[config.mk]
export PLATFORM = sky130hd
export DESIGN_NAME = idf_regs
export DESIGN_NICKNAME = d
export VERILOG_FILES = /design/src/design/idf_pkg.sv /design/src/design/idf_regs.sv
export SDC_FILE = /design/constraint.sdc
export NUM_CORES = 1
export LEC_CHECK = 0
export BUFFER_PORTS_ARGS = -buffer_cell sky130_fd_sc_hd__buf_2
export CORE_ASPECT_RATIO = 0.6
export CORE_MARGIN = 2
export CORE_UTILIZATION = 40
export DETAILED_ROUTE_END_ITERATION = 16
export PLACE_DENSITY = 0.56
export SLEW_MARGIN = 20
export SYNTH_ARGS = -nofsm -noshare
export SYNTH_HDL_FRONTEND = slang
export SYNTH_SLANG_ARGS = --single-unit
export TNS_END_PERCENT = 5
[constraint.sdc]
create_clock -name i_mclk -period 2.7 [get_ports i_mclk]
set_input_delay 0.405 -clock i_mclk [delete_from_list [all_inputs] [get_ports i_mclk]]
set_output_delay 0.405 -clock i_mclk [all_outputs]
set_load 0.1 [all_outputs]
[src/design/idf_pkg.sv]
// Package for the diagnostic flag and angular-rate output register block.
// Assumes a 100 MHz internal sample clock and a 16-bit framed serial port.
package idf_pkg;

  // ----------------------------------------------------------------------
  // Register addresses (7-bit, as carried in the command word)
  // ----------------------------------------------------------------------
  localparam logic [6:0] ADDR_DIAG_FLAGS = 7'h02;
  localparam logic [6:0] ADDR_RATE_BASE = 7'h04;
  localparam logic [6:0] ADDR_RATE_STRIDE = 7'h04;
  localparam logic [6:0] ADDR_HIGH_OFS = 7'h02;

  // ----------------------------------------------------------------------
  // Diagnostic flag bit positions
  // ----------------------------------------------------------------------
  localparam int FLG_CLK_ERR = 7;
  localparam int FLG_MEM_FAIL = 6;
  localparam int FLG_SENSOR_FAIL = 5;
  localparam int FLG_STANDBY = 4;
  localparam int FLG_SPI_ERR = 3;
  localparam int FLG_FLASH_FAIL = 2;
  localparam int FLG_OVERRUN = 1;
  localparam logic [7:0] FLAGS_RST = 8'h00;
  localparam logic [7:0] FLAGS_LIVE_MASK = 8'hFE;

  // ----------------------------------------------------------------------
  // Modes, framing, reset values
  // ----------------------------------------------------------------------
  localparam logic [2:0] SYNC_MODE_SCALED = 3'h2;
  localparam logic [3:0] FRAME_CNT_LAST = 4'hF;
  localparam logic [3:0] PIN_RST = 4'h3;
  localparam logic [15:0] WORD_RST = 16'h0000;
  localparam logic [31:0] RATE_RST = 32'h0000_0000;

  // ----------------------------------------------------------------------
  // Timing
  // ----------------------------------------------------------------------
  localparam int MCLK_KHZ = 100_000;
  localparam int SUPPLY_OK_MS = 250;
  localparam int RECOVER_CYC_DFLT = SUPPLY_OK_MS * MCLK_KHZ;

  // ----------------------------------------------------------------------
  // Range variants: raw rate arrives in the finest unit, 1/(160*2^16) dps
  // ----------------------------------------------------------------------
  localparam int RANGE_125 = 0;
  localparam int RANGE_500 = 1;
  localparam int RANGE_2000 = 2;
  localparam int NUM_AXES = 3;

  typedef enum logic [1:0] {
    ST_RUN,
    ST_STANDBY,
    ST_RECOVER
  } idf_pwr_st_t;

  // Same-clock event inputs from the sensor core
  typedef struct packed {
    logic sync_lock_fail;
    logic mem_test_done;
    logic mem_crc_match;
    logic self_test_done;
    logic sensor_fail;
    logic flash_upd_done;
    logic flash_upd_ok;
    logic overrun;
  } idf_evt_t;

  // Divide-by shift that maps the finest unit onto a variant's scale
  function automatic int idf_range_shift(input int range_sel);
    case (range_sel)
      RANGE_500: return 2;
      RANGE_2000: return 4;
      default: return 0;
    endcase
  endfunction

endpackage

[src/design/idf_regs.sv]
// Diagnostic flag register and rate output registers behind a 16-bit serial port.
// Assumes the serial pins and supply comparator are asynchronous to i_mclk,
// and that event inputs come from logic on i_mclk.
//
// Functional notes
// Clock error flag when scaled sync unlocks
// Memory failure flag on CRC mismatch
// Sensor failure flag after failed self test
// Standby flag, halt, resume after 250 ms
// Serial error when clocks not multiple 16
// Host repeats sequence on serial error
// Flash update failure flag on failed update
// Overrun flag; cause cleared only by reset
// Reading flags returns them, then clears
// Flags stay set until read
// Persisting cause sets flag again
// Rate is 32-bit, high and low words
// Zero rate reads zero, one count scaled
// Scale 160, 40 or 10 by variant
// Low word holds extra resolution bits
// X low at 0x04, high at 0x06
// Same format for y and z axes
// Reserved flag bits always read zero
// Both words updated from one sample
`timescale 1ns/1ps

module idf_regs
  import idf_pkg::*;
#(
  parameter int RANGE_SEL = RANGE_125,
  parameter int P_RECOVER_CYC = RECOVER_CYC_DFLT
) (
  // Clock and reset
  input wire logic i_mclk,
  input wire logic i_rst_b,
  // Serial port pins
  input wire logic i_cs_b,
  input wire logic i_sclk,
  input wire logic i_mosi,
  output logic o_miso,
  output logic o_miso_oe_b,
  // Sensor core events and controls
  input wire idf_evt_t i_evt,
  input wire logic [2:0] i_sync_mode,
  input wire logic i_soft_rst,
  input wire logic i_supply_low,
  // Raw rate samples
  input wire logic i_sample_valid,
  input wire logic [NUM_AXES-1:0][31:0] i_rate_raw,
  // Power state
  output logic o_data_halt,
  output logic o_reinit
);

  localparam int SHIFT = idf_range_shift(RANGE_SEL);
  localparam int CW = $clog2(P_RECOVER_CYC + 1);

  if (RANGE_SEL < RANGE_125 || RANGE_SEL > RANGE_2000) begin : g_bad_range
    $error("RANGE_SEL out of range");
  end
  if (P_RECOVER_CYC < 1) begin : g_bad_recover
    $error("P_RECOVER_CYC must be at least 1");
  end

  // ----------------------------------------------------------------------
  // Pin synchronisers: a change counts once stages two and three agree
  // ----------------------------------------------------------------------
  logic [3:0] pin_in;
  logic [3:0] s1_r, s2_r, s3_r, filt_r;
  logic [3:0] s1_nxt, s2_nxt, s3_nxt, filt_nxt;

  assign pin_in = {i_supply_low, i_mosi, i_sclk, i_cs_b};

  always_comb begin
    s1_nxt = pin_in;
    s2_nxt = s1_r;
    s3_nxt = s2_r;
    for (int k = 0; k < 4; k++) begin
      filt_nxt[k] = (s2_r[k] == s3_r[k]) ? s3_r[k] : filt_r[k];
    end
  end

  always_ff @(posedge i_mclk or negedge i_rst_b) begin
    if (!i_rst_b) begin
      s1_r <= PIN_RST;
      s2_r <= PIN_RST;
      s3_r <= PIN_RST;
      filt_r <= PIN_RST;
    end else begin
      s1_r <= s1_nxt;
      s2_r <= s2_nxt;
      s3_r <= s3_nxt;
      filt_r <= filt_nxt;
    end
  end

  logic cs_b_f, sclk_f, mosi_f, supply_low_f;
  logic cs_b_d_r, sclk_d_r;
  assign cs_b_f = filt_r[0];
  assign sclk_f = filt_r[1];
  assign mosi_f = filt_r[2];
  assign supply_low_f = filt_r[3];

  always_ff @(posedge i_mclk or negedge i_rst_b) begin
    if (!i_rst_b) begin
      cs_b_d_r <= 1'b1;
      sclk_d_r <= 1'b1;
    end else begin
      cs_b_d_r <= cs_b_f;
      sclk_d_r <= sclk_f;
    end
  end

  logic sel, sclk_rise, sclk_fall, cs_fall, cs_rise;
  assign sel = !cs_b_f;
  assign sclk_rise = sel && sclk_f && !sclk_d_r;
  assign sclk_fall = sel && !sclk_f && sclk_d_r;
  assign cs_fall = !cs_b_f && cs_b_d_r;
  assign cs_rise = cs_b_f && !cs_b_d_r;

  // ----------------------------------------------------------------------
  // Rate output words
  // ----------------------------------------------------------------------
  logic [NUM_AXES-1:0][31:0] rate_r, rate_nxt;
  logic halt_r;

  // One capture writes both words, so a host that reads low then high
  // between samples always sees a coherent pair.
  generate
    for (genvar a = 0; a < NUM_AXES; a++) begin : g_axis
      always_comb begin
        rate_nxt[a] = rate_r[a];
        if (i_sample_valid && !halt_r) begin
          rate_nxt[a] = 32'($signed(i_rate_raw[a]) >>> SHIFT);
        end
      end
    end
  endgenerate

  always_ff @(posedge i_mclk or negedge i_rst_b) begin
    if (!i_rst_b) begin
      rate_r <= '0;
    end else begin
      rate_r <= rate_nxt;
    end
  end

  // ----------------------------------------------------------------------
  // Serial port: mode 3, 16-bit frames, read data returned on next frame
  // ----------------------------------------------------------------------
  logic [3:0] bit_cnt_r, bit_cnt_nxt;
  logic [15:0] rx_r, rx_nxt, tx_r, tx_nxt;
  logic miso_r, miso_nxt, oe_b_r, oe_b_nxt;
  logic [15:0] cmd, rd_data;
  logic diag_read, spi_err;
  logic [7:0] flags_r, flags_nxt;

  assign cmd = {rx_r[14:0], mosi_f};

  always_comb begin
    rd_data = WORD_RST;
    if (cmd[14:8] == ADDR_DIAG_FLAGS) begin
      rd_data = {8'h00, flags_r & FLAGS_LIVE_MASK};
    end
    for (int a = 0; a < NUM_AXES; a++) begin
      if (cmd[14:8] == 7'(ADDR_RATE_BASE + 7'(a) * ADDR_RATE_STRIDE)) begin
        rd_data = rate_r[a][15:0];
      end
      if (cmd[14:8] == 7'(ADDR_RATE_BASE + 7'(a) * ADDR_RATE_STRIDE + ADDR_HIGH_OFS)) begin
        rd_data = rate_r[a][31:16];
      end
    end
  end

  always_comb begin
    bit_cnt_nxt = bit_cnt_r;
    rx_nxt = rx_r;
    tx_nxt = tx_r;
    miso_nxt = miso_r;
    oe_b_nxt = cs_b_f;
    diag_read = 1'b0;
    spi_err = 1'b0;
    if (cs_fall) begin
      bit_cnt_nxt = 4'h0;
      miso_nxt = tx_r[15];
    end
    if (sclk_rise) begin
      rx_nxt = cmd;
      bit_cnt_nxt = bit_cnt_r + 4'h1;
      tx_nxt = {tx_r[14:0], 1'b0};
      if (bit_cnt_r == FRAME_CNT_LAST) begin
        // Writes have no target here; only reads load the reply
        if (!cmd[15]) begin
          tx_nxt = rd_data;
          diag_read = (cmd[14:8] == ADDR_DIAG_FLAGS);
        end else begin
          tx_nxt = WORD_RST;
        end
      end
    end
    if (sclk_fall) begin
      miso_nxt = tx_r[15];
    end
    if (cs_rise && bit_cnt_r != 4'h0) begin
      spi_err = 1'b1;
    end
  end

  always_ff @(posedge i_mclk or negedge i_rst_b) begin
    if (!i_rst_b) begin
      bit_cnt_r <= 4'h0;
      rx_r <= WORD_RST;
      tx_r <= WORD_RST;
      miso_r <= 1'b0;
      oe_b_r <= 1'b1;
    end else begin
      bit_cnt_r <= bit_cnt_nxt;
      rx_r <= rx_nxt;
      tx_r <= tx_nxt;
      miso_r <= miso_nxt;
      oe_b_r <= oe_b_nxt;
    end
  end

  assign o_miso = miso_r;
  assign o_miso_oe_b = oe_b_r;

  // ----------------------------------------------------------------------
  // Supply monitor: halt below threshold, resume after a stable interval
  // ----------------------------------------------------------------------
  idf_pwr_st_t pwr_st_r, pwr_st_nxt;
  logic [CW-1:0] rec_cnt_r, rec_cnt_nxt;
  logic halt_nxt, reinit_r, reinit_nxt;

  always_comb begin
    pwr_st_nxt = pwr_st_r;
    rec_cnt_nxt = rec_cnt_r;
    reinit_nxt = 1'b0;
    unique case (pwr_st_r)
      ST_RUN: begin
        if (supply_low_f) begin
          pwr_st_nxt = ST_STANDBY;
        end
      end
      ST_STANDBY: begin
        rec_cnt_nxt = '0;
        if (!supply_low_f) begin
          pwr_st_nxt = ST_RECOVER;
        end
      end
      ST_RECOVER: begin
        rec_cnt_nxt = rec_cnt_r + CW'(1);
        if (supply_low_f) begin
          pwr_st_nxt = ST_STANDBY;
        end else if (rec_cnt_r == CW'(P_RECOVER_CYC - 1)) begin
          pwr_st_nxt = ST_RUN;
          reinit_nxt = 1'b1;
        end
      end
    endcase
    halt_nxt = (pwr_st_nxt != ST_RUN);
  end

  always_ff @(posedge i_mclk or negedge i_rst_b) begin
    if (!i_rst_b) begin
      pwr_st_r <= ST_RUN;
      rec_cnt_r <= '0;
      halt_r <= 1'b0;
      reinit_r <= 1'b0;
    end else begin
      pwr_st_r <= pwr_st_nxt;
      rec_cnt_r <= rec_cnt_nxt;
      halt_r <= halt_nxt;
      reinit_r <= reinit_nxt;
    end
  end

  assign o_data_halt = halt_r;
  assign o_reinit = reinit_r;

  // ----------------------------------------------------------------------
  // Diagnostic flags: sticky, clear on read, set beats clear
  // ----------------------------------------------------------------------
  logic ovr_hold_r, ovr_hold_nxt;
  logic [7:0] cause;

  always_comb begin
    cause = FLAGS_RST;
    cause[FLG_CLK_ERR] = i_evt.sync_lock_fail && (i_sync_mode == SYNC_MODE_SCALED);
    cause[FLG_MEM_FAIL] = i_evt.mem_test_done && !i_evt.mem_crc_match;
    cause[FLG_SENSOR_FAIL] = i_evt.self_test_done && i_evt.sensor_fail;
    cause[FLG_STANDBY] = supply_low_f;
    cause[FLG_SPI_ERR] = spi_err;
    cause[FLG_FLASH_FAIL] = i_evt.flash_upd_done && !i_evt.flash_upd_ok;
    cause[FLG_OVERRUN] = ovr_hold_r || i_evt.overrun;
    // Overrun cause outlives reads; only a reset drops it
    ovr_hold_nxt = i_soft_rst ? 1'b0 : (ovr_hold_r || i_evt.overrun);
    flags_nxt = flags_r;
    if (diag_read) begin
      flags_nxt = FLAGS_RST;
    end
    flags_nxt = (flags_nxt | cause) & FLAGS_LIVE_MASK;
    if (i_soft_rst) begin
      flags_nxt = FLAGS_RST;
    end
  end

  always_ff @(posedge i_mclk or negedge i_rst_b) begin
    if (!i_rst_b) begin
      flags_r <= FLAGS_RST;
      ovr_hold_r <= 1'b0;
    end else begin
      flags_r <= flags_nxt;
      ovr_hold_r <= ovr_hold_nxt;
    end
  end

  // ----------------------------------------------------------------------
  // Checks
  // ----------------------------------------------------------------------
  chk_clk_err_set: assert property (@(posedge i_mclk) disable iff (!i_rst_b)
    (i_evt.sync_lock_fail && i_sync_mode == SYNC_MODE_SCALED && !i_soft_rst) |=> flags_r[FLG_CLK_ERR])
    else $error("clock error flag not set");

  chk_mem_fail_set: assert property (@(posedge i_mclk) disable iff (!i_rst_b)
    (i_evt.mem_test_done && !i_evt.mem_crc_match && !i_soft_rst) |=> flags_r[FLG_MEM_FAIL])
    else $error("memory failure flag not set");

  chk_sensor_fail_set: assert property (@(posedge i_mclk) disable iff (!i_rst_b)
    (i_evt.self_test_done && i_evt.sensor_fail && !i_soft_rst) |=> flags_r[FLG_SENSOR_FAIL])
    else $error("sensor failure flag not set");

  chk_standby_halt: assert property (@(posedge i_mclk) disable iff (!i_rst_b)
    supply_low_f |=> ##1 o_data_halt && $stable(rate_r))
    else $error("data not halted in standby");

  chk_spi_err_set: assert property (@(posedge i_mclk) disable iff (!i_rst_b)
    (cs_rise && bit_cnt_r != 4'h0 && !i_soft_rst) |=> flags_r[FLG_SPI_ERR])
    else $error("serial error flag not set");

  chk_flash_fail_set: assert property (@(posedge i_mclk) disable iff (!i_rst_b)
    (i_evt.flash_upd_done && !i_evt.flash_upd_ok && !i_soft_rst) |=> flags_r[FLG_FLASH_FAIL])
    else $error("flash failure flag not set");

  chk_overrun_hold: assert property (@(posedge i_mclk) disable iff (!i_rst_b)
    (flags_r[FLG_OVERRUN] && !i_soft_rst) |=> flags_r[FLG_OVERRUN])
    else $error("overrun dropped without reset");

  chk_read_clears: assert property (@(posedge i_mclk) disable iff (!i_rst_b)
    (diag_read && cause == FLAGS_RST) |=> flags_r == FLAGS_RST && tx_r[7:0] == $past(flags_r))
    else $error("flag read did not return and clear");

  chk_flags_sticky: assert property (@(posedge i_mclk) disable iff (!i_rst_b)
    (!diag_read && !i_soft_rst) |=> ((flags_r & $past(flags_r)) == $past(flags_r)))
    else $error("flag dropped without read");

  chk_reserved_zero: assert property (@(posedge i_mclk) disable iff (!i_rst_b)
    diag_read |=> (tx_r[15:8] == 8'h00) && !tx_r[0] && !flags_r[0])
    else $error("reserved flag bit set");

  chk_rate_pair: assert property (@(posedge i_mclk) disable iff (!i_rst_b)
    (i_sample_valid && !halt_r) |=> rate_r[0] == 32'($signed($past(i_rate_raw[0])) >>> SHIFT))
    else $error("rate word pair not captured together");

endmodule // idf_regs

==> impl_metrics.csv <==
group,metric,value,unit
routing,drc,0,
power,irDropWorstVdd,0.527,mV
synthesis,syn_inst,737,
timing,period_minus_slack,2230,ps
routing,drt-total-wl,20500,um
synthesis,synth_mux_area_share,15.1,%
cts,htree_levels,4,
die,die_w,191,um
layout,area_growth,18.4,%
critical_path,slowest_stage,"dfstp_2",
power,p_seq_share,47.7,%
timing,rsz0062_at_grt,"no",
die,core_area,20300,um^2
critical_path,timing.rr.start,"filt_r[1]$_DFFE_PN1N_",
power,leakagePower,4.38,nW
layout,num_antenna_cells,0,
layout,nets,973,
worst_hold_path,hold_path_class,"input port to register",
critical_path,max_stage_delay,550,ps
synthesis,synth_xor_area_share,2.09,%
grt,grt_pass1_vias,6071,
layout,final_cell_area,9930,um^2
grt,grt-ovfl-total,0,
grt,grt_pass1_wl,32800,um
placed_design,placed_area,9350,um^2
timing,fmax,448,MHz
timing,fin_hold_ws,64.9,ps
power,switchingPower,0.00268,W
critical_path,arrival,2550,ps
cts,cts-buffers-inserted,17,
synthesis,synth_fp_nets,857,
placed_design,hpwlAfterDp,15000,um
placed_design,port_buffers,118,
synthesis,ys_top_cells_by_area,"dfrtp_1 (53%), mux2_2 (14%), nand2_1 (4.2%)",
run,drv_cap,0,
worst_hold_path,hold_depth,1,
synthesis,synth_compound_area_share,10.3,%
synthesis,ys_seq_area_share,55.9,%
synthesis,synth-simple-area-share,13.1,%
synthesis,ys_types,61,
power,swShare,30.4,%
routing,drtPass1Iterations,5,
timing,hold_viol_final,0,
power,internal-power,0.00614,W
die,io_pins,119,
cts,clk_pin_slew,70,ps
critical_path,worst_setup_path_start_kind,"register",
cts,cts_tree,"done",
power,power,0.00882,W
critical_path,worstPathCellList,"or3b_4 > or3_4 > nor2_2 > a21oi_2 > a22o_1",
die,rows,40,
timing,worst_pin_slew,724,ps
routing,ant_nets,0,
critical_path,reg2reg_depth,5,
timing,period_share,82.6,%
synthesis,yosys_warnings,0,
timing,skew,12.2,ps
grt,antenna_found_initial,0,
power,clkPwrFrac,27.9,%
power,p_per_area,888,nW/um^2
die,die-height,116,um
worst_hold_path,min-delay-start,"i_cs_b",
power,pwr-share-comb,24.4,%
layout,drive_gt1_share,33.5,%
synthesis,synth_top_family_by_area,"multiplexers",
routing,wl_per_cell,18.0,um
die,dieArea,22200,um^2
synthesis,syn_area_per_cell,11.4,um^2
synthesis,ys.flop_type,"dfrtp_1",
critical_path,crit_type,"register to register",
critical_path,timing.rr.end,"flags_r[2]$_DFF_PN0_",
critical_path,cp.required,3020,ps
synthesis,synth_top_cell_by_area,"dfrtp_1",
synthesis,synthArstFlopShare,100,%
placed_design,routabilityCongestion,0.856,
timing,tns,0,ps
synthesis,synthAdderAreaFrac,1.22,%
timing,layout_setup_ws,469,ps
timing,worst_slew_margin_rel,51.4,%
placed_design,post-place-ws,456,ps
die,initial_core_util,41.4,%
timing,setup_viol,0,
cts,cts.path.max_buffers,2,
worst_hold_path,holdPathEnd,"s1_r[0]$_DFF_PN1_",
critical_path,worstSetupEndpointType,"register",
cts,cts.sink_count,187,
cts,root_buffer,"clkbuf_16",
routing,drtIter0Drc,411,
grt,grt_max_degree,74,
grt,grt.total_usage,19.4,%
synthesis,synth_area,8390,um^2
critical_path,worstPathMaxFanout,11,
routing,vias,6061,
synthesis,synth_top_area_share,52.8,%
synthesis,yosys_register_bits,187,
outcome,status,"completed",
timing,finalMaxSlewViolations,0,
cts,clk_latency,430,ps
critical_path,r2r_setup_slack,470,ps
routing,via_per_inst,5.32,
synthesis,synth_edf_count,0,
## worst max-delay path: cells and delay by family (launching register included)
kind | cells | cell delay [ps]
simple gates | 3 | 1120
flops | 1 | 550
compound gates | 2 | 450
## cells by family (layout without fill, tap and decap cells)
group | after synthesis | after routing
DFF | 187 | 187
xor gates and xnor gates | 20 | 20
AOI/OAI and AO/OA | 130 | 130
adders and majority gates | 9 | 9
muxes | 114 | 114
and+or+nand+nor | 227 | 227
buffers and inverters | 50 | 179
## layer usage
metal | up-vias | wire length, um | GRT usage (%)
li1 | 2841 | - | -
met1 | 3015 | 10200 | 28.8
met2 | 171 | 8610 | 27.5
met3 | 34 | 1310 | 4.87
met4 | 0 | 382 | 6.51
met5 | - | 0 | 0
## synthesized netlist by cell type (all sizes together), types with 3 or more instances
master and n:
maj3 4, nor2b 21, nor4 3, clkbuf 34, a31oi 3, xor2 17
a22oi 20, a211oi 8, and3 4, inv 10, o22ai 7, ha 5
nand4 8, a21oi 20, buf 6, nor4b 3, nand2 94, a21boi 6
nor2 50, nor3 9, nand4b 4, or3 3, mux2i 11, nand3 14
a22o 4, mux2 103, nand2b 5, o21ai 39, dfstp 10, dfrtp 177
xnor2 3, o221ai 8
## flip-flops by register name, summed over array words and instances (netlist names)
name and flops:
rate_r 96, rec_cnt_r 25, tx_r 16, rx_r 15, flags_r 7, bit_cnt_r 4
filt_r 4, s1_r 4, s2_r 4, s3_r 4, pwr_st_r 2, o_data_halt 1
o_miso 1, o_miso_oe_b 1, o_reinit 1, ovr_hold_r 1, sclk_d_r 1
## cell type report
cell class | count | area, um^2
fillers | 1847 | 10300
flip-flops and latches | 187 | 4690
multi-input cells | 500 | 3510
repair buffers | 137 | 779
clock buffers | 20 | 447
well taps | 273 | 342
clock inverters | 12 | 124
inverters | 10 | 37.5
## through the flow
| stage | util, % | instances |
|---|---|---|
| after floorplan | - | 737 |
| after global placement | 46.1 | 1106 |
| after detailed placement | 46.1 | 1106 |
| after CTS | 49.0 | 1139 |
| after global routing | 49.0 | 1139 |
| final | 49.0 | 1139 |
## layout by cell type, fill, tap and decap left out, types with 10 or more instances in the layout
cell type  Yosys  final
mux2_2       103    103
nor2b_1       21     20
nand2_1       94     94
dfrtp_1      177    177
xor2_1        17     17
o21ai_0       39     39
nor2_1        49     49
dfstp_2       10     10
a21oi_1       19     19
a22oi_1       20     20
buf_4          0     15
mux2i_1       11     11
buf_2          1    117
inv_1         10     10
nand3_1       14     14
clkbuf_16      0     17
## power by group through the flow
stage	clock (W)	combinational [W]	sequential, W
floorplan	0	0.00154	0.00409
global placement	0	0.00208	0.00422
detailed placement	0	0.00217	0.00425
CTS	0.00252	0.00218	0.00420
global route	0.00263	0.00238	0.00432
finish	0.00246	0.00216	0.00421
## worst max-delay path by stage
| stage | end | from | slack (ps) | cells past startpoint |
|---|---|---|---|---|
| final | flags_r[2]$_DFF_PN0_ | filt_r[1]$_DFFE_PN1N_ | 470 | 5 |
| after floorplan | rate_r[65]$_DFFE_PN0P_ | o_data_halt$_DFF_PN0_ | 470 | 5 |
| after CTS | flags_r[2]$_DFF_PN0_ | filt_r[1]$_DFFE_PN1N_ | 450 | 5 |
| after global placement | flags_r[6]$_DFF_PN0_ | filt_r[1]$_DFFE_PN1N_ | 550 | 5 |
| after detailed placement | flags_r[2]$_DFF_PN0_ | filt_r[1]$_DFFE_PN1N_ | 460 | 5 |
| after global routing | tx_r[9]$_DFFE_PN0P_ | rx_r[9]$_DFFE_PN0P_ | 270 | 4 |
## repair_timing
| action | 4_1_cts | 5_1_grt |
|---|---|---|
| hold endpoints to repair | 47 | 0 |
| resized for setup | 0 | 0 |
| hold buffers | 1 | 0 |
| buffers inserted | 0 | 0 |
Note: power is estimated with default switching activity, not from simulation.
